<file path="src/design/rlgc_pkg.sv">
// Package with register map, field layout, reset values and carrier types for the ring and group config bank.
package rlgc_pkg;

    // Number of links, groups and pair registers.
    localparam int unsigned NUM_LINKS  = 16;
    localparam int unsigned NUM_GROUPS = 8;
    localparam int unsigned NUM_PAIRS  = 8;

    // APB geometry: word index in paddr[11:2], 32-bit data, 16 meaningful bits.
    localparam int unsigned APB_ADDR_W = 12;
    localparam int unsigned APB_DATA_W = 32;
    localparam int unsigned REG_W      = 16;
    localparam int unsigned IDX_W      = 10;

    // Register indices as printed; byte address is four times the index.
    localparam logic [IDX_W-1:0] TX_RING_FIRST_IDX  = 10'h181;
    localparam logic [IDX_W-1:0] TX_RING_LAST_IDX   = 10'h190;
    localparam logic [IDX_W-1:0] RX_RING_FIRST_IDX  = 10'h1c0;
    localparam logic [IDX_W-1:0] RX_RING_LAST_IDX   = 10'h1cf;
    localparam logic [IDX_W-1:0] PAIR_GRP_FIRST_IDX = 10'h201;
    localparam logic [IDX_W-1:0] PAIR_GRP_LAST_IDX  = 10'h208;
    localparam logic [IDX_W-1:0] REF_SEL_FIRST_IDX  = 10'h209;
    localparam logic [IDX_W-1:0] REF_SEL_LAST_IDX   = 10'h210;

    // Ring routing fields (transmit and receive share one layout).
    localparam int unsigned RING_ATM_MODE_BIT = 11;
    localparam int unsigned RING_ATM_ADDR_LSB = 6;
    localparam int unsigned RING_TDM_MODE_BIT = 5;
    localparam int unsigned RING_TDM_ADDR_LSB = 0;
    localparam int unsigned RING_CFG_W        = 12;

    // Pair group assignment fields.
    localparam int unsigned PAIR_HI_EN_BIT  = 12;
    localparam int unsigned PAIR_HI_GRP_LSB = 8;
    localparam int unsigned PAIR_LO_EN_BIT  = 4;
    localparam int unsigned PAIR_LO_GRP_LSB = 0;
    localparam int unsigned PAIR_HI_LINK_OFS = 8;

    // Reference link select fields.
    localparam int unsigned REF_AUTO_BIT   = 4;
    localparam int unsigned REF_LINK_LSB   = 0;
    localparam int unsigned REF_EFF_LSB    = 5;
    localparam int unsigned REF_CFG_W      = 5;

    // Reset values.
    localparam logic [REG_W-1:0] TX_RING_RESET  = 16'h0000;
    localparam logic [REG_W-1:0] RX_RING_RESET  = 16'h0000;
    localparam logic [REG_W-1:0] PAIR_GRP_RESET = 16'h0000;
    localparam logic [REG_W-1:0] REF_SEL_RESET  = 16'h0000;

    // Ring routing of one link; packs exactly onto bits 11:0 of the register.
    typedef struct packed {
        logic       atm_ring;
        logic [4:0] atm_addr;
        logic       tdm_ring;
        logic [4:0] tdm_addr;
    } rlgc_ring_cfg_t;

    // Recombiner enable and group of one receive link.
    typedef struct packed {
        logic       enable;
        logic [2:0] group;
    } rlgc_rcmb_cfg_t;

    // Reference link programming of one group; packs onto bits 4:0.
    typedef struct packed {
        logic       auto_sel;
        logic [3:0] link;
    } rlgc_ref_cfg_t;

    // Reference link in force for one group.
    typedef struct packed {
        logic       valid;
        logic [3:0] link;
    } rlgc_ref_out_t;

endpackage

</file>
<file path="src/design/rlgc_ref_pick.sv">
// Reference link chooser: per group, automatic pick or the programmed link.
`timescale 1ns/10ps
`default_nettype none

module rlgc_ref_pick
    import rlgc_pkg::*;
#(
    parameter int unsigned N_LINKS  = NUM_LINKS,
    parameter int unsigned N_GROUPS = NUM_GROUPS
) (
    input  wire rlgc_rcmb_cfg_t i_rcmb  [N_LINKS],
    input  wire logic [N_LINKS-1:0] i_link_up,
    input  wire rlgc_ref_cfg_t  i_ref   [N_GROUPS],
    output rlgc_ref_out_t       o_ref   [N_GROUPS]
);

    genvar g;
    generate
        for (g = 0; g < N_GROUPS; g++) begin : gen_group
            // Automatic mode takes the lowest numbered enabled, live member.
            always_comb begin
                o_ref[g] = '{valid: 1'b0, link: 4'h0};
                if (i_ref[g].auto_sel) begin
                    for (int l = N_LINKS - 1; l >= 0; l--) begin
                        if (i_rcmb[l].enable && i_link_up[l] && (i_rcmb[l].group == 3'(g))) begin
                            o_ref[g].valid = 1'b1;
                            o_ref[g].link  = 4'(l);
                        end
                    end
                end else begin
                    o_ref[g].valid = 1'b1;
                    o_ref[g].link  = i_ref[g].link;
                end
            end
        end
    endgenerate

endmodule

`default_nettype wire

</file>
<file path="src/design/rlgc_regbank.sv">
// Ring routing, receive pair group assignment and reference link register bank on APB.
//
// Contract
// - Transmit ATM ring bit set routes the ring into the control cell modifier.
// - Each transmit link register holds a five-bit ATM-side ring slot address.
// - Transmit TDM ring bit set connects the ring to that TDM transmit interface.
// - Each transmit link register holds a five-bit TDM-side ring slot address.
// - Receive ATM ring bit set connects the ring to the receive link group logic.
// - Each receive link register holds a five-bit ATM-side ring slot address.
// - Receive TDM ring bit set connects the ring to that TDM receive interface.
// - Each receive link register holds a five-bit TDM-side ring slot address.
// - Sixteen transmit link ring registers, each reset to zero.
// - Sixteen receive link ring registers, each reset to zero.
// - Eight pair registers: link N in low byte, link N plus eight high.
// - Bit 12 enables recombining for link N plus eight, bit 4 for link N.
// - Bits 10:8 give the group number of link N plus eight.
// - Bits 2:0 give the group number of link N.
// - Automatic reference bit set lets the device pick the group reference link.
// - Four-bit field holds the fixed reference link when automatic is off.
// - Eight reference link registers, one per group, reset to zero.
// - Unused upper bits 15:13 of pair registers read as zero.
// - Ring output drivers are enabled only while global ring enable is set; here o_ring_oe is its registered copy, one cycle late.
//
// The implementer's own choice: the APB interface to the registers.
`timescale 1ns/10ps
`default_nettype none

module rlgc_regbank
    import rlgc_pkg::*;
#(
    parameter int unsigned N_LINKS  = NUM_LINKS,
    parameter int unsigned N_GROUPS = NUM_GROUPS,
    parameter int unsigned N_PAIRS  = NUM_PAIRS
) (
    input  wire logic                  i_clk,
    input  wire logic                  i_resetn,
    // APB slave.
    input  wire logic [APB_ADDR_W-1:0] i_paddr,
    input  wire logic                  i_psel,
    input  wire logic                  i_penable,
    input  wire logic                  i_pwrite,
    input  wire logic [APB_DATA_W-1:0] i_pwdata,
    input  wire logic [3:0]            i_pstrb,
    output logic      [APB_DATA_W-1:0] o_prdata,
    output logic                       o_pready,
    output logic                       o_pslverr,
    // Status from neighbouring logic on the same clock.
    input  wire logic                  i_ring_enable,
    input  wire logic [N_LINKS-1:0]    i_link_up,
    // Configuration towards the datapath.
    output rlgc_ring_cfg_t             o_tx_ring [N_LINKS],
    output rlgc_ring_cfg_t             o_rx_ring [N_LINKS],
    output rlgc_rcmb_cfg_t             o_rcmb    [N_LINKS],
    output rlgc_ref_out_t              o_ref     [N_GROUPS],
    output logic [N_LINKS-1:0]         o_tx_atm_ring_sel,
    output logic [N_LINKS-1:0]         o_tx_tdm_ring_sel,
    output logic [N_LINKS-1:0]         o_rx_atm_ring_sel,
    output logic [N_LINKS-1:0]         o_rx_tdm_ring_sel,
    output logic                       o_ring_oe
);

    // Stored configuration.
    rlgc_ring_cfg_t tx_ring_reg [N_LINKS];
    rlgc_ring_cfg_t rx_ring_reg [N_LINKS];
    rlgc_rcmb_cfg_t rcmb_reg    [N_LINKS];
    rlgc_ref_cfg_t  ref_cfg_reg [N_GROUPS];

    // Bus answer registers.
    logic [APB_DATA_W-1:0] prdata_reg;
    logic [APB_DATA_W-1:0] prdata_next;
    logic                  pready_reg;
    logic                  pslverr_reg;
    logic                  pslverr_next;

    // Derived outputs, all registered.
    rlgc_ref_out_t         ref_out_next [N_GROUPS];
    rlgc_ref_out_t         ref_out_reg  [N_GROUPS];
    logic [N_LINKS-1:0]    tx_atm_sel_reg;
    logic [N_LINKS-1:0]    tx_tdm_sel_reg;
    logic [N_LINKS-1:0]    rx_atm_sel_reg;
    logic [N_LINKS-1:0]    rx_tdm_sel_reg;
    logic                  ring_oe_reg;

    // Address decode.
    logic [IDX_W-1:0]      word_idx;
    logic [IDX_W-1:0]      idx_ofs;
    logic                  hit_tx;
    logic                  hit_rx;
    logic                  hit_pair;
    logic                  hit_ref;
    logic                  aligned;
    logic [3:0]            sel;
    logic                  setup_phase;
    logic                  wr_commit;

    assign word_idx    = i_paddr[APB_ADDR_W-1:2];
    assign aligned     = (i_paddr[1:0] == 2'h0);
    assign setup_phase = i_psel && !i_penable;
    // A write lands only at the completing edge of the access phase.
    assign wr_commit   = i_psel && i_penable && pready_reg && i_pwrite && !pslverr_reg;

    always_comb begin
        hit_tx   = aligned && (word_idx >= TX_RING_FIRST_IDX)  && (word_idx <= TX_RING_LAST_IDX);
        hit_rx   = aligned && (word_idx >= RX_RING_FIRST_IDX)  && (word_idx <= RX_RING_LAST_IDX);
        hit_pair = aligned && (word_idx >= PAIR_GRP_FIRST_IDX) && (word_idx <= PAIR_GRP_LAST_IDX);
        hit_ref  = aligned && (word_idx >= REF_SEL_FIRST_IDX)  && (word_idx <= REF_SEL_LAST_IDX);
        idx_ofs  = '0;
        if (hit_tx) begin
            idx_ofs = word_idx - TX_RING_FIRST_IDX;
        end else if (hit_rx) begin
            idx_ofs = word_idx - RX_RING_FIRST_IDX;
        end else if (hit_pair) begin
            idx_ofs = word_idx - PAIR_GRP_FIRST_IDX;
        end else if (hit_ref) begin
            idx_ofs = word_idx - REF_SEL_FIRST_IDX;
        end
        sel = idx_ofs[3:0];
    end

    // Byte-lane merge of a 16-bit register image with the write data.
    function automatic logic [REG_W-1:0] merge16(input logic [REG_W-1:0] old_v,
                                                 input logic [APB_DATA_W-1:0] wdata,
                                                 input logic [3:0] strb);
        logic [REG_W-1:0] v;
        v = old_v;
        if (strb[0]) begin
            v[7:0] = wdata[7:0];
        end
        if (strb[1]) begin
            v[15:8] = wdata[15:8];
        end
        return v;
    endfunction

    // Read images. Reserved and unused bits read as zero.
    function automatic logic [REG_W-1:0] ring_image(input rlgc_ring_cfg_t c);
        return {4'h0, c};
    endfunction

    function automatic logic [REG_W-1:0] pair_image(input rlgc_rcmb_cfg_t lo, input rlgc_rcmb_cfg_t hi);
        return {3'h0, hi.enable, 1'b0, hi.group, 3'h0, lo.enable, 1'b0, lo.group};
    endfunction

    function automatic logic [REG_W-1:0] ref_image(input rlgc_ref_cfg_t c, input rlgc_ref_out_t r);
        // Bits 8:5 show the link in force, which moves in automatic mode.
        return {7'h00, r.link, c};
    endfunction

    // Transmit and receive ring registers, one entry per link.
    genvar l;
    generate
        for (l = 0; l < N_LINKS; l++) begin : gen_link
            logic [REG_W-1:0] tx_new;
            logic [REG_W-1:0] rx_new;
            assign tx_new = merge16(ring_image(tx_ring_reg[l]), i_pwdata, i_pstrb);
            assign rx_new = merge16(ring_image(rx_ring_reg[l]), i_pwdata, i_pstrb);

            always_ff @(posedge i_clk or negedge i_resetn) begin
                if (!i_resetn) begin
                    tx_ring_reg[l] <= rlgc_ring_cfg_t'(TX_RING_RESET[RING_CFG_W-1:0]);
                end else if (wr_commit && hit_tx && (sel == 4'(l))) begin
                    tx_ring_reg[l] <= rlgc_ring_cfg_t'(tx_new[RING_CFG_W-1:0]);
                end
            end

            always_ff @(posedge i_clk or negedge i_resetn) begin
                if (!i_resetn) begin
                    rx_ring_reg[l] <= rlgc_ring_cfg_t'(RX_RING_RESET[RING_CFG_W-1:0]);
                end else if (wr_commit && hit_rx && (sel == 4'(l))) begin
                    rx_ring_reg[l] <= rlgc_ring_cfg_t'(rx_new[RING_CFG_W-1:0]);
                end
            end

            // Per-link ring switch selects follow the mode bits.
            always_ff @(posedge i_clk or negedge i_resetn) begin
                if (!i_resetn) begin
                    tx_atm_sel_reg[l] <= 1'b0;
                    tx_tdm_sel_reg[l] <= 1'b0;
                    rx_atm_sel_reg[l] <= 1'b0;
                    rx_tdm_sel_reg[l] <= 1'b0;
                end else begin
                    tx_atm_sel_reg[l] <= tx_ring_reg[l].atm_ring;
                    tx_tdm_sel_reg[l] <= tx_ring_reg[l].tdm_ring;
                    rx_atm_sel_reg[l] <= rx_ring_reg[l].atm_ring;
                    rx_tdm_sel_reg[l] <= rx_ring_reg[l].tdm_ring;
                end
            end
        end
    endgenerate

    // Pair registers: entry p holds link p in the low byte and p plus eight high.
    genvar p;
    generate
        for (p = 0; p < N_PAIRS; p++) begin : gen_pair
            logic [REG_W-1:0] pair_new;
            assign pair_new = merge16(pair_image(rcmb_reg[p], rcmb_reg[p + PAIR_HI_LINK_OFS]), i_pwdata, i_pstrb);

            always_ff @(posedge i_clk or negedge i_resetn) begin
                if (!i_resetn) begin
                    rcmb_reg[p]                    <= rlgc_rcmb_cfg_t'(PAIR_GRP_RESET[3:0]);
                    rcmb_reg[p + PAIR_HI_LINK_OFS] <= rlgc_rcmb_cfg_t'(PAIR_GRP_RESET[3:0]);
                end else if (wr_commit && hit_pair && (sel == 4'(p))) begin
                    rcmb_reg[p].enable                    <= pair_new[PAIR_LO_EN_BIT];
                    rcmb_reg[p].group                     <= pair_new[PAIR_LO_GRP_LSB +: 3];
                    rcmb_reg[p + PAIR_HI_LINK_OFS].enable <= pair_new[PAIR_HI_EN_BIT];
                    rcmb_reg[p + PAIR_HI_LINK_OFS].group  <= pair_new[PAIR_HI_GRP_LSB +: 3];
                end
            end
        end
    endgenerate

    // Reference link registers, one per group.
    genvar g;
    generate
        for (g = 0; g < N_GROUPS; g++) begin : gen_ref
            logic [REG_W-1:0] ref_new;
            assign ref_new = merge16(ref_image(ref_cfg_reg[g], ref_out_reg[g]), i_pwdata, i_pstrb);

            always_ff @(posedge i_clk or negedge i_resetn) begin
                if (!i_resetn) begin
                    ref_cfg_reg[g] <= rlgc_ref_cfg_t'(REF_SEL_RESET[REF_CFG_W-1:0]);
                end else if (wr_commit && hit_ref && (sel == 4'(g))) begin
                    ref_cfg_reg[g].auto_sel <= ref_new[REF_AUTO_BIT];
                    ref_cfg_reg[g].link     <= ref_new[REF_LINK_LSB +: 4];
                end
            end

            always_ff @(posedge i_clk or negedge i_resetn) begin
                if (!i_resetn) begin
                    ref_out_reg[g] <= '{valid: 1'b0, link: 4'h0};
                end else begin
                    ref_out_reg[g] <= ref_out_next[g];
                end
            end
        end
    endgenerate

    rlgc_ref_pick #(
        .N_LINKS  (N_LINKS),
        .N_GROUPS (N_GROUPS)
    ) u_ref_pick (
        .i_rcmb    (rcmb_reg),
        .i_link_up (i_link_up),
        .i_ref     (ref_cfg_reg),
        .o_ref     (ref_out_next)
    );

    // Read data and error are prepared in the setup cycle so that the access
    // phase completes with zero wait states and the answer comes from flops.
    always_comb begin
        prdata_next  = '0;
        pslverr_next = !(hit_tx || hit_rx || hit_pair || hit_ref);
        if (!i_pwrite) begin
            if (hit_tx) begin
                prdata_next[REG_W-1:0] = ring_image(tx_ring_reg[sel]);
            end else if (hit_rx) begin
                prdata_next[REG_W-1:0] = ring_image(rx_ring_reg[sel]);
            end else if (hit_pair) begin
                prdata_next[REG_W-1:0] = pair_image(rcmb_reg[sel[2:0]],
                                                    rcmb_reg[{1'b1, sel[2:0]}]);
            end else if (hit_ref) begin
                prdata_next[REG_W-1:0] = ref_image(ref_cfg_reg[sel[2:0]], ref_out_reg[sel[2:0]]);
            end
        end
    end

    always_ff @(posedge i_clk or negedge i_resetn) begin
        if (!i_resetn) begin
            pready_reg  <= 1'b0;
            pslverr_reg <= 1'b0;
            prdata_reg  <= '0;
        end else if (setup_phase) begin
            pready_reg  <= 1'b1;
            pslverr_reg <= pslverr_next;
            prdata_reg  <= prdata_next;
        end else begin
            pready_reg  <= 1'b0;
            pslverr_reg <= 1'b0;
            prdata_reg  <= '0;
        end
    end

    // Ring drivers follow the global ring enable held in the ring control block.
    always_ff @(posedge i_clk or negedge i_resetn) begin
        if (!i_resetn) begin
            ring_oe_reg <= 1'b0;
        end else begin
            ring_oe_reg <= i_ring_enable;
        end
    end

    assign o_prdata          = prdata_reg;
    assign o_pready          = pready_reg;
    assign o_pslverr         = pslverr_reg;
    assign o_tx_ring         = tx_ring_reg;
    assign o_rx_ring         = rx_ring_reg;
    assign o_rcmb            = rcmb_reg;
    assign o_ref             = ref_out_reg;
    assign o_tx_atm_ring_sel = tx_atm_sel_reg;
    assign o_tx_tdm_ring_sel = tx_tdm_sel_reg;
    assign o_rx_atm_ring_sel = rx_atm_sel_reg;
    assign o_rx_tdm_ring_sel = rx_tdm_sel_reg;
    assign o_ring_oe         = ring_oe_reg;

endmodule

`default_nettype wire

</file>
<file path="config.mk">
export PLATFORM = sky130hd
export DESIGN_NAME = rlgc_regbank
export DESIGN_NICKNAME = d
export VERILOG_FILES = /design/src/design/rlgc_pkg.sv /design/src/design/rlgc_ref_pick.sv /design/src/design/rlgc_regbank.sv
export SDC_FILE = /design/constraint.sdc
export NUM_CORES = 1
export LEC_CHECK = 0
export ABC_AREA = 1
export BUFFER_PORTS_ARGS = -buffer_cell sky130_fd_sc_hd__buf_2
export CAP_MARGIN = 20
export CORE_MARGIN = 5
export CORE_UTILIZATION = 35
export CTS_BUF_LIST = sky130_fd_sc_hd__clkbuf_8
export DETAILED_ROUTE_END_ITERATION = 12
export GPL_TIMING_DRIVEN = 1
export PLACE_DENSITY = 0.52
export SYNTH_ARGS = -nofsm -noshare
export SYNTH_HDL_FRONTEND = slang
export SYNTH_SLANG_ARGS = --single-unit
</file>
<file path="constraint.sdc">
create_clock -name i_clk -period 2.4 [get_ports i_clk]
set_clock_uncertainty 0.2 [all_clocks]
set_input_delay 0.72 -clock i_clk [delete_from_list [all_inputs] [get_ports i_clk]]
set_output_delay 0.72 -clock i_clk [all_outputs]
set_load 0.03 [all_outputs]
</file>
**After elaboration in Yosys (flattened, before gate mapping)**

Index checks and enable logic that the tools add are counted.

- Flip-flop bits (word level): 627
- Input bits: 70
- Output and inout port bits: 587
- Word-level logic and storage cells: 925

- $add $sub $neg: 4
- Order comparisons: 12
- Equal/unequal tests: 127
- Mux-type cells: 166
- Bitwise gates (word level): 3
- Reduce and logical (&&, ||, !) cells: 321

Operator list:

| kind | count |
|---|---|
| $mux W5 | 138 |
| $logic_and A1 B1 Y1 | 209 |
| $eq A3 B3 Y1 const B | 64 |
| $reduce_and A2 Y1 | 88 |
| $bmux W12 S4 | 2 |
| $eq A3 B2 Y1 const B | 32 |
| $mux W16 | 5 |
| $eq A3 B1 Y1 const B | 16 |
| $logic_not A3 Y1 | 16 |
| $mux W12 | 4 |
| $mux W4 | 10 |
| $bmux W4 S4 | 2 |
| $eq A4 B4 Y1 const B | 8 |
| $bmux W5 S3 | 2 |
| $ge A10 B10 Y1 const B | 2 |
| $ge A10 B9 Y1 const B | 2 |
| $le A10 B10 Y1 const B | 2 |
| $le A10 B9 Y1 const B | 2 |
| $eq A4 B3 Y1 const B | 4 |
| $sub A4 B1 Y4 const B | 3 |
| $ge A5 B5 Y1 const B | 2 |
| $not A4 Y5 | 2 |
| $mux W9 | 1 |
| $eq A4 B2 Y1 const B | 2 |
| other kinds (10) | 15 |

**Logic depth before layout (Yosys ltp)**

- Depth in word-level cells: 19
- Mapped depth: 22
- Gate-level depth less buffers: 21

**By module**

From an unflattened synthesis, not the netlist that was laid out.

- Cell total of the unflattened synthesis: 4413
- Area, all modules: 32008.2 um2

Modules (own cells, without submodules):

| module | times used | cells an instance | area each (um2) | sequential area each (um2) |
|---|---|---|---|---|
| rlgc_regbank | 1 | 3644 | 28870.2 | 15214.6 |
| rlgc_ref_pick | 1 | 769 | 3138.0 | 0.0 |

**Worst setup path after synthesis**

Ideal clock, no wire load.

- Kind: input-to-reg
- Start: in i_paddr[3]
- End: reg rx_ring_reg (netlist bit o_rx_ring[72])
- Setup time: 0.118 ns
- Arrival: 2.851 ns
- Required time: 2.082 ns
- Path slack: -0.769 ns
- Stages: 18
- Buffers on the path: 3
- Cells stage by stage: inv_1 > ha_1 > inv_1 > nor2_1 > nand3_1 > nand2_1 > nand2_1 > nand3_2 > nand2_2 > nand2_1 > o21ai_2 > buf_4 > nor2_2 > buf_4 > nand4_4 > buf_2 > a21oi_1 > inv_1

- Cells in the longest elaborated chain, start to end: 10
- Elaborated cells between the ends (all ways): 28
- Those cells by class: 4 x add/sub; 8 x order compare; 1 x eq/ne; 4 x mux; 11 x reduce/logical

Ends and longest elaborated chain:

| what | line | text |
|---|---|---|
| start, declared | rlgc_regbank.sv:38 | `input wire logic [APB_ADDR_W-1:0] i_paddr,` |
| $ge A10 B10 Y1 | rlgc_regbank.sv:106 | `hit_ref = aligned && (word_idx >= REF_SEL_FIRST_IDX) && (word_idx <= REF_SEL_LAST_IDX);` |
| $logic_and A1 B1 Y1 (2 in a row) | rlgc_regbank.sv:106 |  |
| $mux W4 | rlgc_regbank.sv:114 | `end else if (hit_ref) begin` |
| $mux W4 | rlgc_regbank.sv:112 | `end else if (hit_pair) begin` |
| $mux W4 | rlgc_regbank.sv:110 | `end else if (hit_rx) begin` |
| $mux W4 | rlgc_regbank.sv:108 | `if (hit_tx) begin` |
| $eq A4 B4 Y1 | rlgc_regbank.sv:169 | `end else if (wr_commit && hit_rx && (sel == 4'(l))) begin` |
| $logic_and A1 B1 Y1 (*) | rlgc_regbank.sv:169 |  |
| $reduce_and A2 Y1 (no source line) (*) | -- |  |
| end signal, assigned by index | rlgc_regbank.sv:168 | `rx_ring_reg[l] <= rlgc_ring_cfg_t'(RX_RING_RESET[RING_CFG_W-1:0]);` |
| end signal, assigned by index | rlgc_regbank.sv:170 | `rx_ring_reg[l] <= rlgc_ring_cfg_t'(rx_new[RING_CFG_W-1:0]);` |
| end, declared | rlgc_regbank.sv:64 | `rlgc_ring_cfg_t rx_ring_reg [N_LINKS];` |

Mark *: on every way between the ends. The rest lies on a longest branch, timed or not.
A chain may end at the register's enable or synchronous reset.

**Worst setup path after layout**

- Start: in i_paddr[3]
- End: reg tx_ring_reg (netlist bit o_tx_ring[79])

- Cells in the longest elaborated chain, start to end: 10
- Elaborated cells between the ends (all ways): 28
- Those cells by class: 4 x add/sub; 8 x order compare; 1 x eq/ne; 4 x mux; 11 x reduce/logical

Ends and longest elaborated chain:

| what | line | text |
|---|---|---|
| $ge A10 B10 Y1 | rlgc_regbank.sv:106 |  |
| $logic_and A1 B1 Y1 (2 in a row) | rlgc_regbank.sv:106 |  |
| $mux W4 | rlgc_regbank.sv:114 |  |
| $mux W4 | rlgc_regbank.sv:112 |  |
| $mux W4 | rlgc_regbank.sv:110 |  |
| $mux W4 | rlgc_regbank.sv:108 |  |
| $eq A4 B4 Y1 | rlgc_regbank.sv:161 | `end else if (wr_commit && hit_tx && (sel == 4'(l))) begin` |
| $logic_and A1 B1 Y1 (*) | rlgc_regbank.sv:161 |  |
| $reduce_and A2 Y1 (no source line) (*) | -- |  |
| end signal, assigned by index | rlgc_regbank.sv:160 | `tx_ring_reg[l] <= rlgc_ring_cfg_t'(TX_RING_RESET[RING_CFG_W-1:0]);` |
| end signal, assigned by index | rlgc_regbank.sv:162 | `tx_ring_reg[l] <= rlgc_ring_cfg_t'(tx_new[RING_CFG_W-1:0]);` |
| end, declared | rlgc_regbank.sv:63 | `rlgc_ring_cfg_t tx_ring_reg [N_LINKS];` |

Marks and branches as above.

==> results.yml <==
logic_synthesis:
  ys_ff_latch: 608
  yosysWarnings: 0
  avgSynthCellArea_um2: 7.198
  synth-seq-area-share_pct: 47.89
  synthArstFlopShare_pct: 100.0
  synth_edf_count: 0
  synth.area.top_cells: "dfrtp_1 48%, nand2_1 16%, o21ai_0 7.7%, inv_1 7.5%, nor2_1 6.0%"
  synth_area_um2: 31770
  synth_area_leader_cell: "dfrtp_1"
  synth_cell_type_count: 43
  synth.top_cell.area_share_pct: 47.89
  netlist_instances: 4414
  ys.flop_type: "dfrtp_1"
clock_tree:
  cts_sinks: 608
  cts-buffers-inserted: 109
  htreeDepth: 3
  insertion_delay_ns: 0.79
  path_clk_slew_ns: 0.06
  cts_tree: "built"
  cts_root_buffer: "clkbuf_8"
  clockBufferDepth: 3
power:
  p_per_area_nw_per_um2: 504.9
  irDropWorstVdd_mv: 0.4067
  leakage_nw: 25.72
layout:
  fin_cells: 6780
  layout-drive-gt1-share_pct: 33.17
  mostFrequentLayoutCell: "nand2_1"
  nets: 5578
  mostFrequentLayoutCells: "1247 x nand2_1, 648 x inv_1, 597 x buf_2, 590 x dfrtp_1, 444 x nor2_1"
  utilization_pct: 51.65
  area_delta_synth_final_pct: 46.32
placement:
  dpl.hpwl_um: 111900
  io_buffers: 616
  place.gp.congestion: 0.9295
  place_ws_ns: -1.379
  dpl.cell_count: 6451
die:
  die_area_um2: 96900
  fp.coreArea_um2: 90010
  num_rows: 110
  ios: 657
  fp.dieW_um: 311.3
  die_y_um: 311.3
  initial_core_util_pct: 35.30
run_status:
  outcome: "finished with violations"
  violations: "negative setup slack"
drt:
  vias: 34150
  wire_per_inst_um: 22.96
  postRouteAntennaNets: 0
  routed_wl_um: 155700
  first_pass_iters: 6
  drt_iter0_drc: 3005
  post-route-drc-count: 0
  vias_per_cell: 5.036
timing:
  finalSetupViolCount: 562
  fmax_mhz: 369.5
  relSlewSlack_pct: 60.13
  setup_ws_ns: -0.3062
  report.final.slew_viol_count: 0
  hold_violations: 0
  period_share_pct: 112.8
  tightestPinTransition_ns: 0.5981
  tns_ns: -87.62
  period_minus_slack_ns: 2.706
  rsz0062_at_grt: "yes"
  holdWs_ns: 0.07360
job:
  cap_violations: 0
global_route:
  gr-usage-all-layers_pct: 30.50
  grt_max_degree: 97
  grt-ovfl-total: 0
  grt_antenna_before_repair: 6
  grt_pass1_wl_um: 222500
  grt_pass1_vias: 33040
worst_hold_path:
  hp-class: "input port to flop"
  holdPathStages: 3
setup_path:
  crit_type: "input port to flop"
  arrival_ns: 3.19
  cp-start-kind: "input port"
  cp_max_fo: 8
  critPathRequiredTime_ns: 2.88
  r2r.worst_path.cells: 10
  endpoint_kind: "flop"
-- area by class of cell --
class / count / area (µm²)
sequential: 608 / 15240
clock buffer: 146 / 2009
tap: 1176 / 1471
fill: 8922 / 43520
antenna: 5 / 12.51
timing repair buffer: 1176 / 9563
multi-input combinational: 2966 / 15260
inverter: 645 / 2469
clock inverter: 58 / 462.9
-- where the power goes --
part / switching, mW / total (mW) / leakage (nW) / internal [mW]
combinational: 1.43 / 2.19 / 15.9 / 0.759
clock: 4.81 / 11.0 / 1.38 / 6.19
sequential: 0.0123 / 10.3 / 8.42 / 10.3
total: 6.26 / 23.5 / 25.7 / 17.2
-- per-layer routing --
layer / global-route usage [%] / vias up / share of wire, %
met1: 37.47 / 16540 / 40
met5: 0 / - / 0
li1: - / 15930 / -
met2: 52.82 / 1398 / 49
met3: 6.041 / 285 / 7.1
met4: 12.16 / 0 / 4.2
-- cell usage after synthesis (2+ instances only) --
cell type	number
inv_2	10
o31ai_1	3
nand2_2	5
o21ai_1	23
or2_2	6
buf_2	60
nor2_4	14
nor3_1	3
nand2_4	3
buf_6	4
nor2_1	510
nand3b_1	66
o32ai_1	5
a31oi_1	10
nand3_1	129
a21oi_1	197
ha_1	2
o21ai_0	488
inv_1	635
o22ai_1	8
nand4_2	21
nand3_2	12
o211ai_1	2
nand4_1	12
buf_1	11
dfrtp_1	608
nor2_2	7
o2111ai_1	2
clkbuf_1	120
nand4_4	5
nand2_1	1386
buf_4	27
o21bai_1	10
-- logic make-up (layout without fill, tap and decap cells) --
logic type / Yosys count / count (layout) / synth area share [%]
other: 1 / 24 / 0.01180
DFF: 608 / 608 / 47.89
and+or+nand+nor: 2182 / 2191 / 28.87
buffers and inverters: 867 / 2025 / 10.89
xor gates and xnor gates: 1 / 1 / 0.02757
adders and majority gates: 2 / 2 / 0.07875
AOI/OAI and AO/OA: 753 / 753 / 12.23
-- per-stage QoR --
step	total power, mW	cell area, µm²
5_1_grt	24.28	46480
4_1_cts	23.50	44850
3_3_place_gp	12.29	39910
6_report	23.47	46490
2_1_floorplan	11.23	32040
3_5_place_dp	12.29	39910
-- path summary, 6_finish.rpt --
kind                       slack (ns)                              end                 startpoint
max                             -0.31        o_tx_ring[79]$_DFFE_PN0P_                 i_paddr[3]
min                              0.07               o_pready$_DFF_PN0_                  i_penable
max reg2reg                     -0.11      ref_cfg_reg[38]$_DFFE_PN0P_        o_pslverr$_DFF_PN0_
min reg2reg                      0.23  o_tx_tdm_ring_sel[12]$_DFF_PN0_  o_tx_ring[41]$_DFFE_PN0P_
max in group asynchronous        0.89        o_tx_ring[19]$_DFFE_PN0P_                   i_resetn
min in group asynchronous        0.21       o_rx_ring[128]$_DFFE_PN0P_                   i_resetn
-- repair_timing --
action	CTS	global route
endpoints found under the hold margin	125	0
hold buffers	2	0
setup buffers	47	42
endpoints found under the setup margin	691	668
gates resized for setup	499	333
pin swaps	116	98
cloned	25	15
-- critical path, cell delays in order --
cell and delay [ns]:
buf_8 0.08, clkinvlp_4 0.13, ha_4 0.21, nand2_4 0.07, nor2_2 0.03, nor2_1 0.11
nand2_2 0.08, nand2_2 0.11, inv_4 0.05, nand3_4 0.13, nand2_8 0.13, buf_12 0.16
buf_16 0.14, nor2_4 0.18, buf_4 0.17, clkbuf_16 0.15, buf_12 0.10, nand4_4 0.16
a21oi_1 0.20, inv_1 0.05
Note: power is estimated with default switching activity, not from simulation.
